## src/rtl/plce_defines.vh

```
// constants for the preload channel control block
`ifndef PLCE_DEFINES_VH
`define PLCE_DEFINES_VH
`define PLCE_CRN_C11      4'hb
`define PLCE_CRM_FLUSH    4'h2
`define PLCE_CRM_CHAN     4'h3
`define PLCE_OP2_FLUSH    3'h1
`define PLCE_OP2_PAUSE    3'h0
`define PLCE_OP2_RESUME   3'h1
`define PLCE_OP2_KILL     3'h2
`define PLCE_BASE_HI      63
`define PLCE_BASE_LO      34
`define PLCE_LEN_HI       31
`define PLCE_LEN_LO       18
`define PLCE_STR_HI       17
`define PLCE_STR_LO       10
`define PLCE_CNT_HI       9
`define PLCE_CNT_LO       2
`define PLCE_LINE_WORDS   14'h0008
`define PLCE_WB_CTRL      4'h0
`define PLCE_WB_STAT      4'h4
`define PLCE_WB_CFG       4'h8
`define PLCE_CTRL_NSP     0
`define PLCE_CTRL_USR     1
`define PLCE_DEPTH_DEF    16
`endif

```

## src/rtl/plce_preload_ctrl.v

```verilog
// preload engine channel control with command decode, descriptor fifo and line issuer
//
// Contract
// - non-secure needs permit, user needs enable bit
// - engine absent: preload ops raise undefined
// - flush op discards fifo and active channel
// - pause op halts activity, even when idle
// - paused engine starts no channel until resume
// - resume restarts; resume when running ignored
// - kill op ends only active channel
// - program op queues descriptor, kills active channel
// - base from bits 63:34, low bits zero
// - bits 31:18 length, n means n+1 words
// - bits 17:10 stride in words between blocks
// - bits 9:2 block count minus one
// - append descriptor while fifo has room
// - full fifo drops descriptor, overflow event pulses
// - depth 16/8/4; entry keeps valid, ns, base, address_space_id
// - translation abort drops line, continue next
// - translation register write flushes everything
// - tlb invalidate by address_space_id matches; all flushes
`timescale 1ns/10ps
`include "plce_defines.vh"
module plce_preload_ctrl #(
  parameter DEPTH      = `PLCE_DEPTH_DEF,
  parameter PRESENT    = 1,
  parameter TTB_W      = 18,
  parameter ADDRESS_SPACE_ID_W     = 8
) (
  input  wire              clk_i,          // core clock
  input  wire              rst_i,          // sync reset, high
  // core command side
  input  wire              cmd_valid_i,    // mcr/mcrr op to c11
  input  wire              cmd_pair_i,     // two-register transfer
  input  wire [3:0]        cmd_crn_i,      // crn field
  input  wire [3:0]        cmd_crm_i,      // crm field
  input  wire [2:0]        cmd_op2_i,      // opcode2 field
  input  wire [31:0]       upper_operand_reg_i, // base word
  input  wire [31:0]       lower_operand_reg_i, // len/stride/count word
  input  wire              cur_ns_i,       // core non-secure
  input  wire              cur_user_i,     // core in user mode
  input  wire [TTB_W-1:0]  cur_ttb_i,      // current translation base
  input  wire [ADDRESS_SPACE_ID_W-1:0] cur_address_space_id_i,     // current address space id
  // translation maintenance
  input  wire              xlat_reg_wr_i,  // domain/remap/ap register write
  input  wire              tlb_inv_address_space_id_i, // invalidate by address_space_id or mva+address_space_id
  input  wire              tlb_inv_all_i,  // invalidate all variants
  input  wire [ADDRESS_SPACE_ID_W-1:0] tlb_address_space_id_i,     // address_space_id of invalidate
  // level-2 request side
  input  wire              req_ready_i,    // l2 takes line request
  input  wire              req_abort_i,    // translation abort on request
  // status and request outputs
  output wire              cmd_undef_o,    // undefined instruction
  output wire              req_valid_o,    // line request valid
  output reg  [31:0]       req_addr_o,     // line virtual address
  output reg               req_ns_o,       // request security state
  output reg  [TTB_W-1:0]  req_ttb_o,      // request translation base
  output reg  [ADDRESS_SPACE_ID_W-1:0] req_address_space_id_o,     // request address space id
  output reg               ovf_evt_o,      // fifo overflow pulse
  output wire              paused_o,       // engine paused
  output wire              active_o,       // channel active
  output wire [4:0]        fifo_count_o,   // entries queued
  // register bus
  input  wire              wb_cyc_i,       // wishbone cycle
  input  wire              wb_stb_i,       // wishbone strobe
  input  wire              wb_we_i,        // wishbone write
  input  wire [3:0]        wb_adr_i,       // wishbone byte address
  input  wire [3:0]        wb_sel_i,       // wishbone byte enables
  input  wire [31:0]       wb_dat_i,       // wishbone write data
  output reg  [31:0]       wb_dat_o,       // wishbone read data
  output reg               wb_ack_o        // wishbone ack
);
  localparam AW = (DEPTH > 8) ? 4 : (DEPTH > 4) ? 3 : 2;
  localparam EW = 30 + 14 + 8 + 8 + 1 + TTB_W + ADDRESS_SPACE_ID_W;
  localparam S_IDLE = 3'h1;
  localparam S_RUN  = 3'h2;
  localparam S_NEXT = 3'h4;

  // software control bits and channel state
  reg              nsp_reg;
  reg              usr_reg;
  reg              paused_reg;
  reg  [2:0]       state_reg;
  reg  [2:0]       state_next;

  // fifo storage, with a per-entry valid so invalidates can punch holes
  reg  [EW-1:0]    mem_reg [0:DEPTH-1];
  reg  [DEPTH-1:0] vld_reg;
  reg  [AW-1:0]    rd_reg;
  reg  [AW-1:0]    wr_reg;
  reg  [4:0]       cnt_reg;

  // active channel
  reg  [29:0]      a_base_reg;
  reg  [13:0]      a_len_reg;
  reg  [7:0]       a_str_reg;
  reg  [7:0]       a_blk_reg;
  reg  [13:0]      a_off_reg;
  reg  [31:0]      a_bstart_reg;

  // command decode; a refused op only raises undefined and changes nothing
  wire is_c11  = cmd_valid_i && (cmd_crn_i == `PLCE_CRN_C11);
  wire allowed = (!cur_ns_i || nsp_reg) && (!cur_user_i || usr_reg);
  wire denied  = is_c11 && (PRESENT == 0 || !allowed);
  assign cmd_undef_o = denied;
  wire go      = is_c11 && !denied;
  wire op_flush  = go && !cmd_pair_i && cmd_crm_i == `PLCE_CRM_FLUSH
                   && cmd_op2_i == `PLCE_OP2_FLUSH;
  wire op_pause  = go && !cmd_pair_i && cmd_crm_i == `PLCE_CRM_CHAN
                   && cmd_op2_i == `PLCE_OP2_PAUSE;
  wire op_resume = go && !cmd_pair_i && cmd_crm_i == `PLCE_CRM_CHAN
                   && cmd_op2_i == `PLCE_OP2_RESUME;
  wire op_kill   = go && !cmd_pair_i && cmd_crm_i == `PLCE_CRM_CHAN
                   && cmd_op2_i == `PLCE_OP2_KILL;
  wire op_prog   = go && cmd_pair_i;

  wire flush_all = op_flush || xlat_reg_wr_i || tlb_inv_all_i;

  // operand fields; the two ignored bit groups never enter storage
  wire [63:0] opnd   = {upper_operand_reg_i, lower_operand_reg_i};
  wire [29:0] f_base = opnd[`PLCE_BASE_HI:`PLCE_BASE_LO];
  wire [13:0] f_len  = opnd[`PLCE_LEN_HI:`PLCE_LEN_LO];
  wire [7:0]  f_str  = opnd[`PLCE_STR_HI:`PLCE_STR_LO];
  wire [7:0]  f_cnt  = opnd[`PLCE_CNT_HI:`PLCE_CNT_LO];
  wire [EW-1:0] new_ent = {f_base, f_len, f_str, f_cnt, cur_ns_i, cur_ttb_i, cur_address_space_id_i};

  wire full  = (cnt_reg == DEPTH);
  wire push  = op_prog && !full && !flush_all;
  wire [EW-1:0] head = mem_reg[rd_reg];
  wire head_v = vld_reg[rd_reg];
  wire [ADDRESS_SPACE_ID_W-1:0] head_address_space_id = head[ADDRESS_SPACE_ID_W-1:0];
  wire [TTB_W-1:0]  head_ttb  = head[ADDRESS_SPACE_ID_W+TTB_W-1:ADDRESS_SPACE_ID_W];
  wire head_ns = head[ADDRESS_SPACE_ID_W+TTB_W];

  wire [29:0] head_base = head[EW-1:EW-30];
  wire [13:0] head_len  = head[EW-31:EW-44];
  wire [7:0]  head_str  = head[EW-45:EW-52];
  wire [7:0]  head_cnt  = head[EW-53:EW-60];

  wire in_idle    = (state_reg == S_IDLE);
  wire in_run     = (state_reg == S_RUN);
  wire any_queued = (cnt_reg != 5'h00);

  wire kill_act = op_kill || op_prog || flush_all
                  || (tlb_inv_address_space_id_i && req_address_space_id_o == tlb_address_space_id_i);
  wire can_start = in_idle && !paused_reg && any_queued
                   && !flush_all && !kill_act;
  // invalidated heads drain even while paused, they never start a walk
  wire pop = can_start || (in_idle && any_queued && !head_v && !flush_all);

  // held low while paused so the walk picks up where it stopped
  assign req_valid_o  = in_run && !paused_reg;
  assign paused_o     = paused_reg;
  assign active_o     = (state_reg != S_IDLE);
  assign fifo_count_o = cnt_reg;

  wire line_done = req_valid_o && (req_ready_i || req_abort_i);
  wire [14:0] off_step = {1'b0, a_off_reg} + {1'b0, `PLCE_LINE_WORDS};
  wire blk_end = ({1'b0, a_off_reg} + {1'b0, `PLCE_LINE_WORDS}) > {1'b0, a_len_reg};
  wire last_blk = (a_blk_reg == 8'h00);

  // stride 0 means contiguous: next block follows this one; the length is
  // widened before the add so a 16K-word block does not wrap to zero
  wire [31:0] gap_contig = {16'h0000, a_len_reg, 2'h0} + 32'h00000004;
  wire [31:0] gap_stride = {22'h000000, a_str_reg, 2'h0};
  wire [31:0] block_gap  = (a_str_reg == 8'h00) ? gap_contig : gap_stride;
  wire ovf_hit = op_prog && full && !flush_all;

  wire [AW-1:0] wr_inc = (wr_reg == DEPTH-1) ? {AW{1'b0}} : wr_reg + 1'b1;
  wire [AW-1:0] rd_inc = (rd_reg == DEPTH-1) ? {AW{1'b0}} : rd_reg + 1'b1;

  // pause state; resume outside pause has nothing to undo
  always @(posedge clk_i) begin
    if (rst_i) begin
      paused_reg <= 1'b0;
    end else if (op_pause) begin
      paused_reg <= 1'b1;
    end else if (op_resume) begin
      paused_reg <= 1'b0;
    end
  end

  always @* begin
    state_next = state_reg;
    case (state_reg)
      S_IDLE: begin
        if (can_start && head_v)
          state_next = S_RUN;
      end
      S_RUN: begin
        if (line_done && blk_end)
          state_next = last_blk ? S_IDLE : S_NEXT;
      end
      S_NEXT: begin
        state_next = S_RUN;
      end
      default: begin
        state_next = S_IDLE;
      end
    endcase
    // a kill overrides any transition above; the channel is idle from the cycle after the op
    if (kill_act && state_reg != S_IDLE) begin
      state_next = S_IDLE;
    end
  end

  always @(posedge clk_i) begin
    if (rst_i) begin
      state_reg <= S_IDLE;
    end else begin
      state_reg <= state_next;
    end
  end

  // channel walk: lines within a block, then base advances by stride
  always @(posedge clk_i) begin
    if (rst_i) begin
      a_base_reg   <= 30'h00000000;
      a_len_reg    <= 14'h0000;
      a_str_reg    <= 8'h00;
      a_blk_reg    <= 8'h00;
      a_off_reg    <= 14'h0000;
      a_bstart_reg <= 32'h00000000;
      req_addr_o   <= 32'h00000000;
      req_ns_o     <= 1'b0;
      req_ttb_o    <= {TTB_W{1'b0}};
      req_address_space_id_o   <= {ADDRESS_SPACE_ID_W{1'b0}};
    end else if (state_reg == S_IDLE && can_start && head_v) begin
      // start: latch the head descriptor and its context
      a_base_reg   <= head_base;
      a_len_reg    <= head_len;
      a_str_reg    <= head_str;
      a_blk_reg    <= head_cnt;
      a_off_reg    <= 14'h0000;
      a_bstart_reg <= {head_base, 2'h0};
      req_addr_o   <= {head_base, 2'h0};
      req_ns_o     <= head_ns;
      req_ttb_o    <= head_ttb;
      req_address_space_id_o   <= head_address_space_id;
    end else if (state_reg == S_RUN && line_done && !blk_end) begin
      // next line inside the block; an aborted line still advances
      a_off_reg  <= off_step[13:0];
      req_addr_o <= a_bstart_reg + {16'h0000, off_step[13:0], 2'h0};
    end else if (state_reg == S_RUN && line_done) begin
      // block done: move the block start on by the gap
      a_bstart_reg <= a_bstart_reg + block_gap;
      a_blk_reg    <= a_blk_reg - 8'h01;
      a_off_reg    <= 14'h0000;
    end else if (state_reg == S_NEXT) begin
      // one idle cycle between blocks, then the first line of the next
      req_addr_o <= a_bstart_reg;
    end
  end

  // fifo pointers and overflow event
  always @(posedge clk_i) begin
    if (rst_i) begin
      rd_reg    <= {AW{1'b0}};
      wr_reg    <= {AW{1'b0}};
      cnt_reg   <= 5'h00;
      ovf_evt_o <= 1'b0;
    end else begin
      ovf_evt_o <= ovf_hit;
      // a flush beats a program in the same cycle, the descriptor is lost
      if (flush_all) begin
        rd_reg  <= {AW{1'b0}};
        wr_reg  <= {AW{1'b0}};
        cnt_reg <= 5'h00;
      end else begin
        if (push) begin
          wr_reg <= wr_inc;
        end
        if (pop) begin
          rd_reg <= rd_inc;
        end
        cnt_reg <= cnt_reg + {4'h0, push} - {4'h0, pop};
      end
    end
  end

  // per-entry valid and storage, one slice per entry
  genvar gi;
  generate
    for (gi = 0; gi < DEPTH; gi = gi + 1) begin : g_ent
      always @(posedge clk_i) begin
        // a push into this slot beats an invalidate of its old contents
        if (rst_i) begin
          vld_reg[gi] <= 1'b0;
        end else if (flush_all) begin
          vld_reg[gi] <= 1'b0;
        end else if (push && wr_reg == gi) begin
          vld_reg[gi] <= 1'b1;
        end else if (tlb_inv_address_space_id_i && mem_reg[gi][ADDRESS_SPACE_ID_W-1:0] == tlb_address_space_id_i) begin
          vld_reg[gi] <= 1'b0;
        end else if (pop && rd_reg == gi) begin
          vld_reg[gi] <= 1'b0;
        end
      end
      always @(posedge clk_i) begin
        if (push && wr_reg == gi) begin
          mem_reg[gi] <= new_ent;
        end
      end
    end
  endgenerate

  // wishbone slave: one wait-free ack per request
  wire wb_req = wb_cyc_i && wb_stb_i && !wb_ack_o;
  wire ctrl_wr = wb_req && wb_we_i && wb_adr_i == `PLCE_WB_CTRL && wb_sel_i[0];

  // read mux kept combinational so the data flop loads in the request cycle
  reg  [31:0]      rd_mux;
  always @* begin
    rd_mux = 32'h00000000;
    case (wb_adr_i)
      `PLCE_WB_CTRL: rd_mux = {30'h00000000, usr_reg, nsp_reg};
      `PLCE_WB_STAT: rd_mux = {24'h000000, cnt_reg, full, active_o, paused_reg};
      `PLCE_WB_CFG:  rd_mux = DEPTH;
      default:       rd_mux = 32'h00000000;
    endcase
  end

  always @(posedge clk_i) begin
    if (rst_i) begin
      wb_ack_o <= 1'b0;
      wb_dat_o <= 32'h00000000;
      nsp_reg  <= 1'b0;
      usr_reg  <= 1'b0;
    end else begin
      wb_ack_o <= wb_req;
      if (ctrl_wr) begin
        nsp_reg <= wb_dat_i[`PLCE_CTRL_NSP];
        usr_reg <= wb_dat_i[`PLCE_CTRL_USR];
      end
      if (wb_req && !wb_we_i) begin
        wb_dat_o <= rd_mux;
      end
    end
  end
endmodule

```

## config.mk

```make
export PLATFORM = sky130hd
export DESIGN_NAME = plce_preload_ctrl
export DESIGN_NICKNAME = d
export VERILOG_FILES = /design/src/rtl/plce_preload_ctrl.v
export VERILOG_INCLUDE_DIRS = /design/src /design/src/rtl
export SDC_FILE = /design/constraint.sdc
export NUM_CORES = 2
export LEC_CHECK = 0
export ABC_AREA = 1
export BUFFER_PORTS_ARGS = -buffer_cell sky130_fd_sc_hd__buf_2
export CAP_MARGIN = 5
export CORE_ASPECT_RATIO = 0.8
export CORE_UTILIZATION = 38
export CTS_BUF_LIST = sky130_fd_sc_hd__clkbuf_4
export DETAILED_ROUTE_END_ITERATION = 10
export PLACE_DENSITY_LB_ADDON = 0.1
export REMOVE_ABC_BUFFERS = 1
export SLEW_MARGIN = 20
export SYNTH_ARGS = -nofsm -noshare
export SYNTH_HDL_FRONTEND = slang
export SYNTH_SLANG_ARGS = --single-unit
```

## constraint.sdc

```tcl
create_clock -name clk_i -period 16.66 [get_ports clk_i]
set_input_delay 2.499 -clock clk_i [delete_from_list [all_inputs] [get_ports clk_i]]
set_output_delay 2.499 -clock clk_i [all_outputs]
set_load 0.01 [all_outputs]
```

Yosys cells after proc, flatten, opt, wreduce, memory -nomap -nowiden
Memories as Yosys holds them, arrays and structs flattened. A register that Yosys moved wholly into a read port is not among the register bits.
Cells that the tools add are included.
- register bits: 204
- RAM bits: 1392
- output and inout bits: 102
- word-level logic and storage cells: 425
- memories: 1
- $add $sub $neg: 9
- magnitude comparators: 2
- equal/unequal tests: 64
- multiplexer cells: 151
- bitwise gates (word level): 1
- reductions and logical operators: 160
- memories (name ; depth ; bits a word ; rd ports ; clocked after memory_dff ; wr ports ; RTL line ; text):
    mem_reg ; 16 ; 87 ; 17 ; 1 ; 1 ; plce_preload_ctrl.v:87 ; reg [EW-1:0] mem_reg [0:DEPTH-1];
- operators with widths (cell ; count):
    2-to-1 mux 87 bit ; 15
    OR reduction 87 bit ; 15
    2-to-1 mux 32 bit ; 7
    equality test 8 bit ; 17
    2-to-1 mux 1 bit ; 98
    logical AND 1 bit ; 87
    2-to-1 mux 4 bit ; 19
    equality test 4 bit (second input constant) ; 18
    nonzero test 3 bit ; 17
    equality test 4 x 3 -> 1 bit (second input constant) ; 9
    adder 32 x 16 -> 32 bit ; 1
    adder 32 x 17 -> 32 bit ; 1
    2-to-1 mux 14 bit ; 2
    equality test 4 x 2 -> 1 bit (second input constant) ; 6
    2-to-1 mux 8 bit ; 3
    case mux 8 bit (3 select lines) ; 1
    adder 16 x 3 -> 17 bit (second input constant) ; 1
    2-to-1 mux 17 bit ; 1
    logical NOT 8 bit ; 2
    adder 14 x 4 -> 15 bit (second input constant) ; 1
    greater-than comparator 15 x 14 -> 1 bit ; 1
    logical NOT 1 bit ; 13
    logical NOT 4 bit ; 3
    AND reduction 2 bit ; 5
    other kinds (23) ; 44

Longest topological paths before layout
- word-level depth: 33
- mapped depth: 24
- depth with buffers taken out: 24

Worst setup path before layout
Ideal clock, no wire load.
- kind: in2reg
- from: input port cmd_crn_i[1]
- to: memory mem_reg[7][0] in the netlist's numbering (enable)
- setup time: 0.640 ns
- data arrival time: 9.345 ns
- required time: 16.020 ns
- slack: 6.675 ns
- stages: 10
- buffers on the path: 0
- cell sequence: nand2_1 nor2_1 nand2_1 nor2_1 nand2_1 inv_1 nand4_2 nor2_1 inv_1 nor3_1
- word-level cells in the longest chain between the ends: 31
- elaborated cells between the ends (all ways): 107
- ends and longest elaborated chain (element ; RTL line ; text):
    start, declared ; plce_preload_ctrl.v:35 ; input wire [3:0] cmd_crn_i,
    equality test 4 bit (no line) (*) ; n/a ;
    logical AND 1 bit (*) ; plce_preload_ctrl.v:102 ; wire is_c11 = cmd_valid_i && (cmd_crn_i == `PLCE_CRN_C11);
    logical AND 1 bit ; plce_preload_ctrl.v:104 ; wire denied = is_c11 && (PRESENT == 0 || !allowed);
    logical NOT 1 bit ; plce_preload_ctrl.v:106 ; wire go = is_c11 && !denied;
    logical AND 1 bit (*) ; plce_preload_ctrl.v:106 ;
    logical AND 1 bit ; plce_preload_ctrl.v:107 ; wire op_flush = go && !cmd_pair_i && cmd_crm_i == `PLCE_CRM_FLUSH
    logical AND 1 bit (no line) (2 in a row) ; n/a ;
    logical OR 1 bit (2 in a row) ; plce_preload_ctrl.v:117 ; wire flush_all = op_flush || xlat_reg_wr_i || tlb_inv_all_i;
    logical NOT 1 bit ; plce_preload_ctrl.v:128 ; wire push = op_prog && !full && !flush_all;
    logical AND 1 bit (*) ; plce_preload_ctrl.v:128 ;
    logical AND 1 bit ; plce_preload_ctrl.v:300 ; if (push && wr_reg == gi) begin
    2-to-1 mux 1 bit ; plce_preload_ctrl.v:300 ;
    2-to-1 mux 1 bit (implied by the code) ; plce_preload_ctrl.v:301 ; mem_reg[gi] <= new_ent;
    OR reduction 87 bit (no line) ; n/a ;
    2-to-1 mux 4 bit (no line) or 2-to-1 mux 1 bit (tied branches) (15 in a row) ; n/a ;
    end, declared ; plce_preload_ctrl.v:87 ;
Every way passes the cells marked *; elsewhere a longest branch is shown, timed or not.

Worst setup path after layout
- from: input port cur_ns_i
- to: output port cmd_undef_o
- word-level cells in the longest chain between the ends: 5
- ends and longest elaborated chain (element ; RTL line ; text):
    start, declared ; plce_preload_ctrl.v:40 ; input wire cur_ns_i,
    logical NOT 1 bit ; plce_preload_ctrl.v:103 ; wire allowed = (!cur_ns_i || nsp_reg) && (!cur_user_i || usr_reg);
    logical OR 1 bit ; plce_preload_ctrl.v:103 ;
    logical AND 1 bit ; plce_preload_ctrl.v:103 ;
    logical NOT 1 bit ; plce_preload_ctrl.v:104 ;
    logical AND 1 bit ; plce_preload_ctrl.v:104 ;
    end, declared ; plce_preload_ctrl.v:53 ; output wire cmd_undef_o,
Every way passes these cells.

==> summary.md <==
| Metric | Value |
|---|---|
| Clk pin slew, worst setup/hold paths | 0.06 ns |
| Slew @ Worst Pin | between 1 and 1.5 ns |
| Final WS setup | 10.87 ns |
| Grt ovf | 0 |
| Max Freq | 173 MHz |
| Relative slew slack | 23.1% |
| Cells after Synth | 6,117 |
| GPL Wtd Cong | 0.940 |
| Worst clock skew | about 0.14 ns |
| Fill count | roughly 17,000 |
| Die X | roughly 470 um |
| First-pass GRT wire length | 313,000 um |
| Sequential fraction of the synthesis area | 67.2% |
| Avg Inst Size Synth | 11.0 um2 |
| CTS root buffer | clkbuf_4 |
| Starting DRT DRC Count | roughly 4,300 |
| CP startpoint kind | primary input |
| DP HPWL | 113,000 um |
| CTS buffer count | 418 |
| Largest net degree at the start of global routing | ~160 |
| Max reg flops | 1,392 |
| Setup crit end kind | primary output |
| Vias | just under 50,000 |
| CP Max Fanout | 17 |
| Die Y | 379 um |
| Warnings from Yosys | 0 |
| Clk sinks | 1,569 |
| Pins over their slew limit | 0 |
| Min-Delay Startpoint | req_ns_o |
| CTS max path bufs | 4 |
| Num ports | between 200 and 300 |
| Fraction of layout instances using a drive strength above 1 | ~15% |
| ANT nets after route | 0 |
| TritonCTS clock tree | built |
| Post-CTS Setup Bufs | 0 |
| EDFF count, synth | approximately 1,400 |
| Top FF cell, synth | edfxtp_1 |
| Asr flop ratio synth | 0% |
| Setup CP Type | in2out |
| Number of vias per cell | 5.36 |
| Maximum capacitance violations | 0 |
| Drt drc | 0 |
| Period minus WS final | 5.79 ns |
| Hold Crit Class | reg2reg |
| Final hold vios | 0 |
| Crit share post-route | a little over a third |
| Row cnt | 137 |
| Initial antenna violation count | 30 |
| Vias in the first global route | between 40,000 and 50,000 |
| Status | complete, no violations |
| GRT Util Overall | 23.6% |
| CTS Hold Bufs | 0 |
| DIE AREA | 179,000 um2 |
| # setup viols final | 0 |
| DRT Pass-1 Iters | 6 |
| RSZ-0062 raised after global routing | false |
| Htree depth | 5 |
| #FFs+latches synth | 1,569 |
| Drt total wl | roughly 210,000 um |
| Worst slack, placed | 9.88 ns |
| VDD IR-drop max | 0.0728 mV |
| Min Hold Slack | 0.468 ns |
| Routed len/inst | 23.5 um |
| Lkg Pwr | 27.2 nW |
| Port buffer count | 201 |
| Worst Setup SP | cur_ns_i |
| Reg2Reg Setup Slack | around 12 ns |
| Pwr/cell area | 103 nW/um2 |
| CP required | 14.16 ns |
| Setup TNS Final | 0 ns |
| Clk_lat worst skew | 1.43 ns |
| Area Growth Syn to Fin | 12.3% |
| Count of different cell masters after synthesis | 56 |
| Data arrival time at the worst-slack endpoint | 3.29 ns |
| Post-CTS sizing | 0 |
| Final Net Count | 6,661 |
| CORE AREA | 175,000 um2 |
| Post-Syn Area | 67,500 um2 |
| Initial cell density of the core | 38.5% |
-- path summary, 6_finish.rpt --
kind	to	cells past startpoint
hold reg to reg	req_ns_o	2
setup reg to reg	req_ttb_o[16]	9
hold / removal	req_ns_o	2
setup / recovery	cmd_undef_o	4
-- area by class of cell --
cell class | instances | area (um2) | area share (%)
multi-input cells | 3908 | 19500 | 25.7
clock inverters | 50 | 270 | 0.356
clock buffers | 663 | 4980 | 6.56
inverters | 264 | 1030 | 1.36
repair buffers | 279 | 1680 | 2.21
well taps | 2363 | 2960 | 3.90
diodes | 14 | 35.0 | 0.0462
flip-flops and latches | 1569 | 45400 | 59.8
-- per-stage QoR --
step	util (%)	cell area [um2]	cells	total power, W
after floorplan	-	65700	5741	0.00441
after global placement	40.2	70500	8382	0.00449
after detailed placement	40.2	70500	8383	0.00449
after CTS	43.2	75800	9096	0.00793
after global routing	43.2	75800	9106	0.00813
final	43.2	75800	9110	0.00782
-- cell usage after synthesis, types with 5 or more instances --
cell	count	area, um2
dfxtp_1	177	3540
ha_1	56	701
inv_1	248	931
a21oi_1	204	1020
edfxtp_1	1392	41800
o21a_1	17	128
a32o_1	8	80.1
o221ai_1	204	1790
buf_4	44	330
nand2_2	7	43.8
o211ai_1	29	218
clkbuf_1	182	683
or2_2	28	175
nand4_1	24	150
buf_2	139	696
a221oi_1	7	61.3
nor2_1	870	3270
inv_2	10	37.5
a31oi_1	6	37.5
xor2_1	36	315
nand3b_1	19	143
nand3_1	453	2270
o22ai_1	80	500
buf_1	25	93.8
o21ai_1	35	175
nor4_1	5	31.3
nand2_1	937	3520
a211oi_1	11	82.6
o21ai_0	715	3580
xnor2_1	55	482
nor3_1	41	205
clkinv_1	6	22.5
buf_6	7	78.8
-- layout by cell type, fill, tap and decap left out, drive strengths merged, types with 4 or more instances in the layout --
| cell type | synthesis | routed |
|---|---|---|
| edfxtp | 1392 | 1392 |
| nand2 | 945 | 945 |
| nor2 | 875 | 875 |
| o21ai | 751 | 751 |
| clkbuf | 186 | 663 |
| nand3 | 455 | 455 |
| buf | 215 | 279 |
| inv | 258 | 263 |
| a21oi | 205 | 205 |
| o221ai | 204 | 204 |
| dfxtp | 177 | 177 |
| o22ai | 80 | 80 |
| ha | 56 | 56 |
| xnor2 | 55 | 55 |
| clkinv | 6 | 48 |
| nor3 | 43 | 43 |
| xor2 | 36 | 36 |
| o211ai | 29 | 29 |
| or2 | 29 | 29 |
| conb | 1 | 26 |
| nand4 | 25 | 25 |
| nand3b | 19 | 19 |
| o21a | 17 | 17 |
| diode | 0 | 14 |
| a211oi | 11 | 11 |
| a32o | 8 | 8 |
| a221oi | 7 | 7 |
| a31oi | 6 | 6 |
| nor4 | 5 | 5 |
| nor3b | 4 | 4 |
-- critical path, cell delays in order --
cell	delay [ns]
buf_2	0.31
nand2_1	0.15
a21oi_1	0.17
buf_2	0.15
-- cell families (layout without fill, tap and decap cells) --
family                   count (synthesis)  count (layout)  share of synthesized area, %
adder cells (fa/ha/maj)                 58              58                          1.10
XOR/XNOR                                91              91                          1.18
flip-flops                            1569            1569                          67.2
buffers and inverters                  665            1256                          4.28
AO/OA/AOI/OAI                         1329            1329                          11.5
other                                    1              40                       0.00555
AND/OR/NAND/NOR                       2404            2404                          14.8
-- routing by layer --
metal,routed length [um],vias up,global-route usage [%]
li1,-,22800,-
met1,99200,23900,33.5
met2,95500,1707,36.2
met3,13700,425,4.30
met4,5590,14,7.98
met5,98,-,0
-- power breakdown --
| part | switching, W | internal [W] | total, W |
|---|---|---|---|
| clock network | 0.00159 | 0.00183 | 0.00342 |
| registers | 0.00000277 | 0.00427 | 0.00428 |
| logic | 0.0000992 | 0.0000296 | 0.000129 |
No activity file was read; power rests on OpenSTA's default activity.
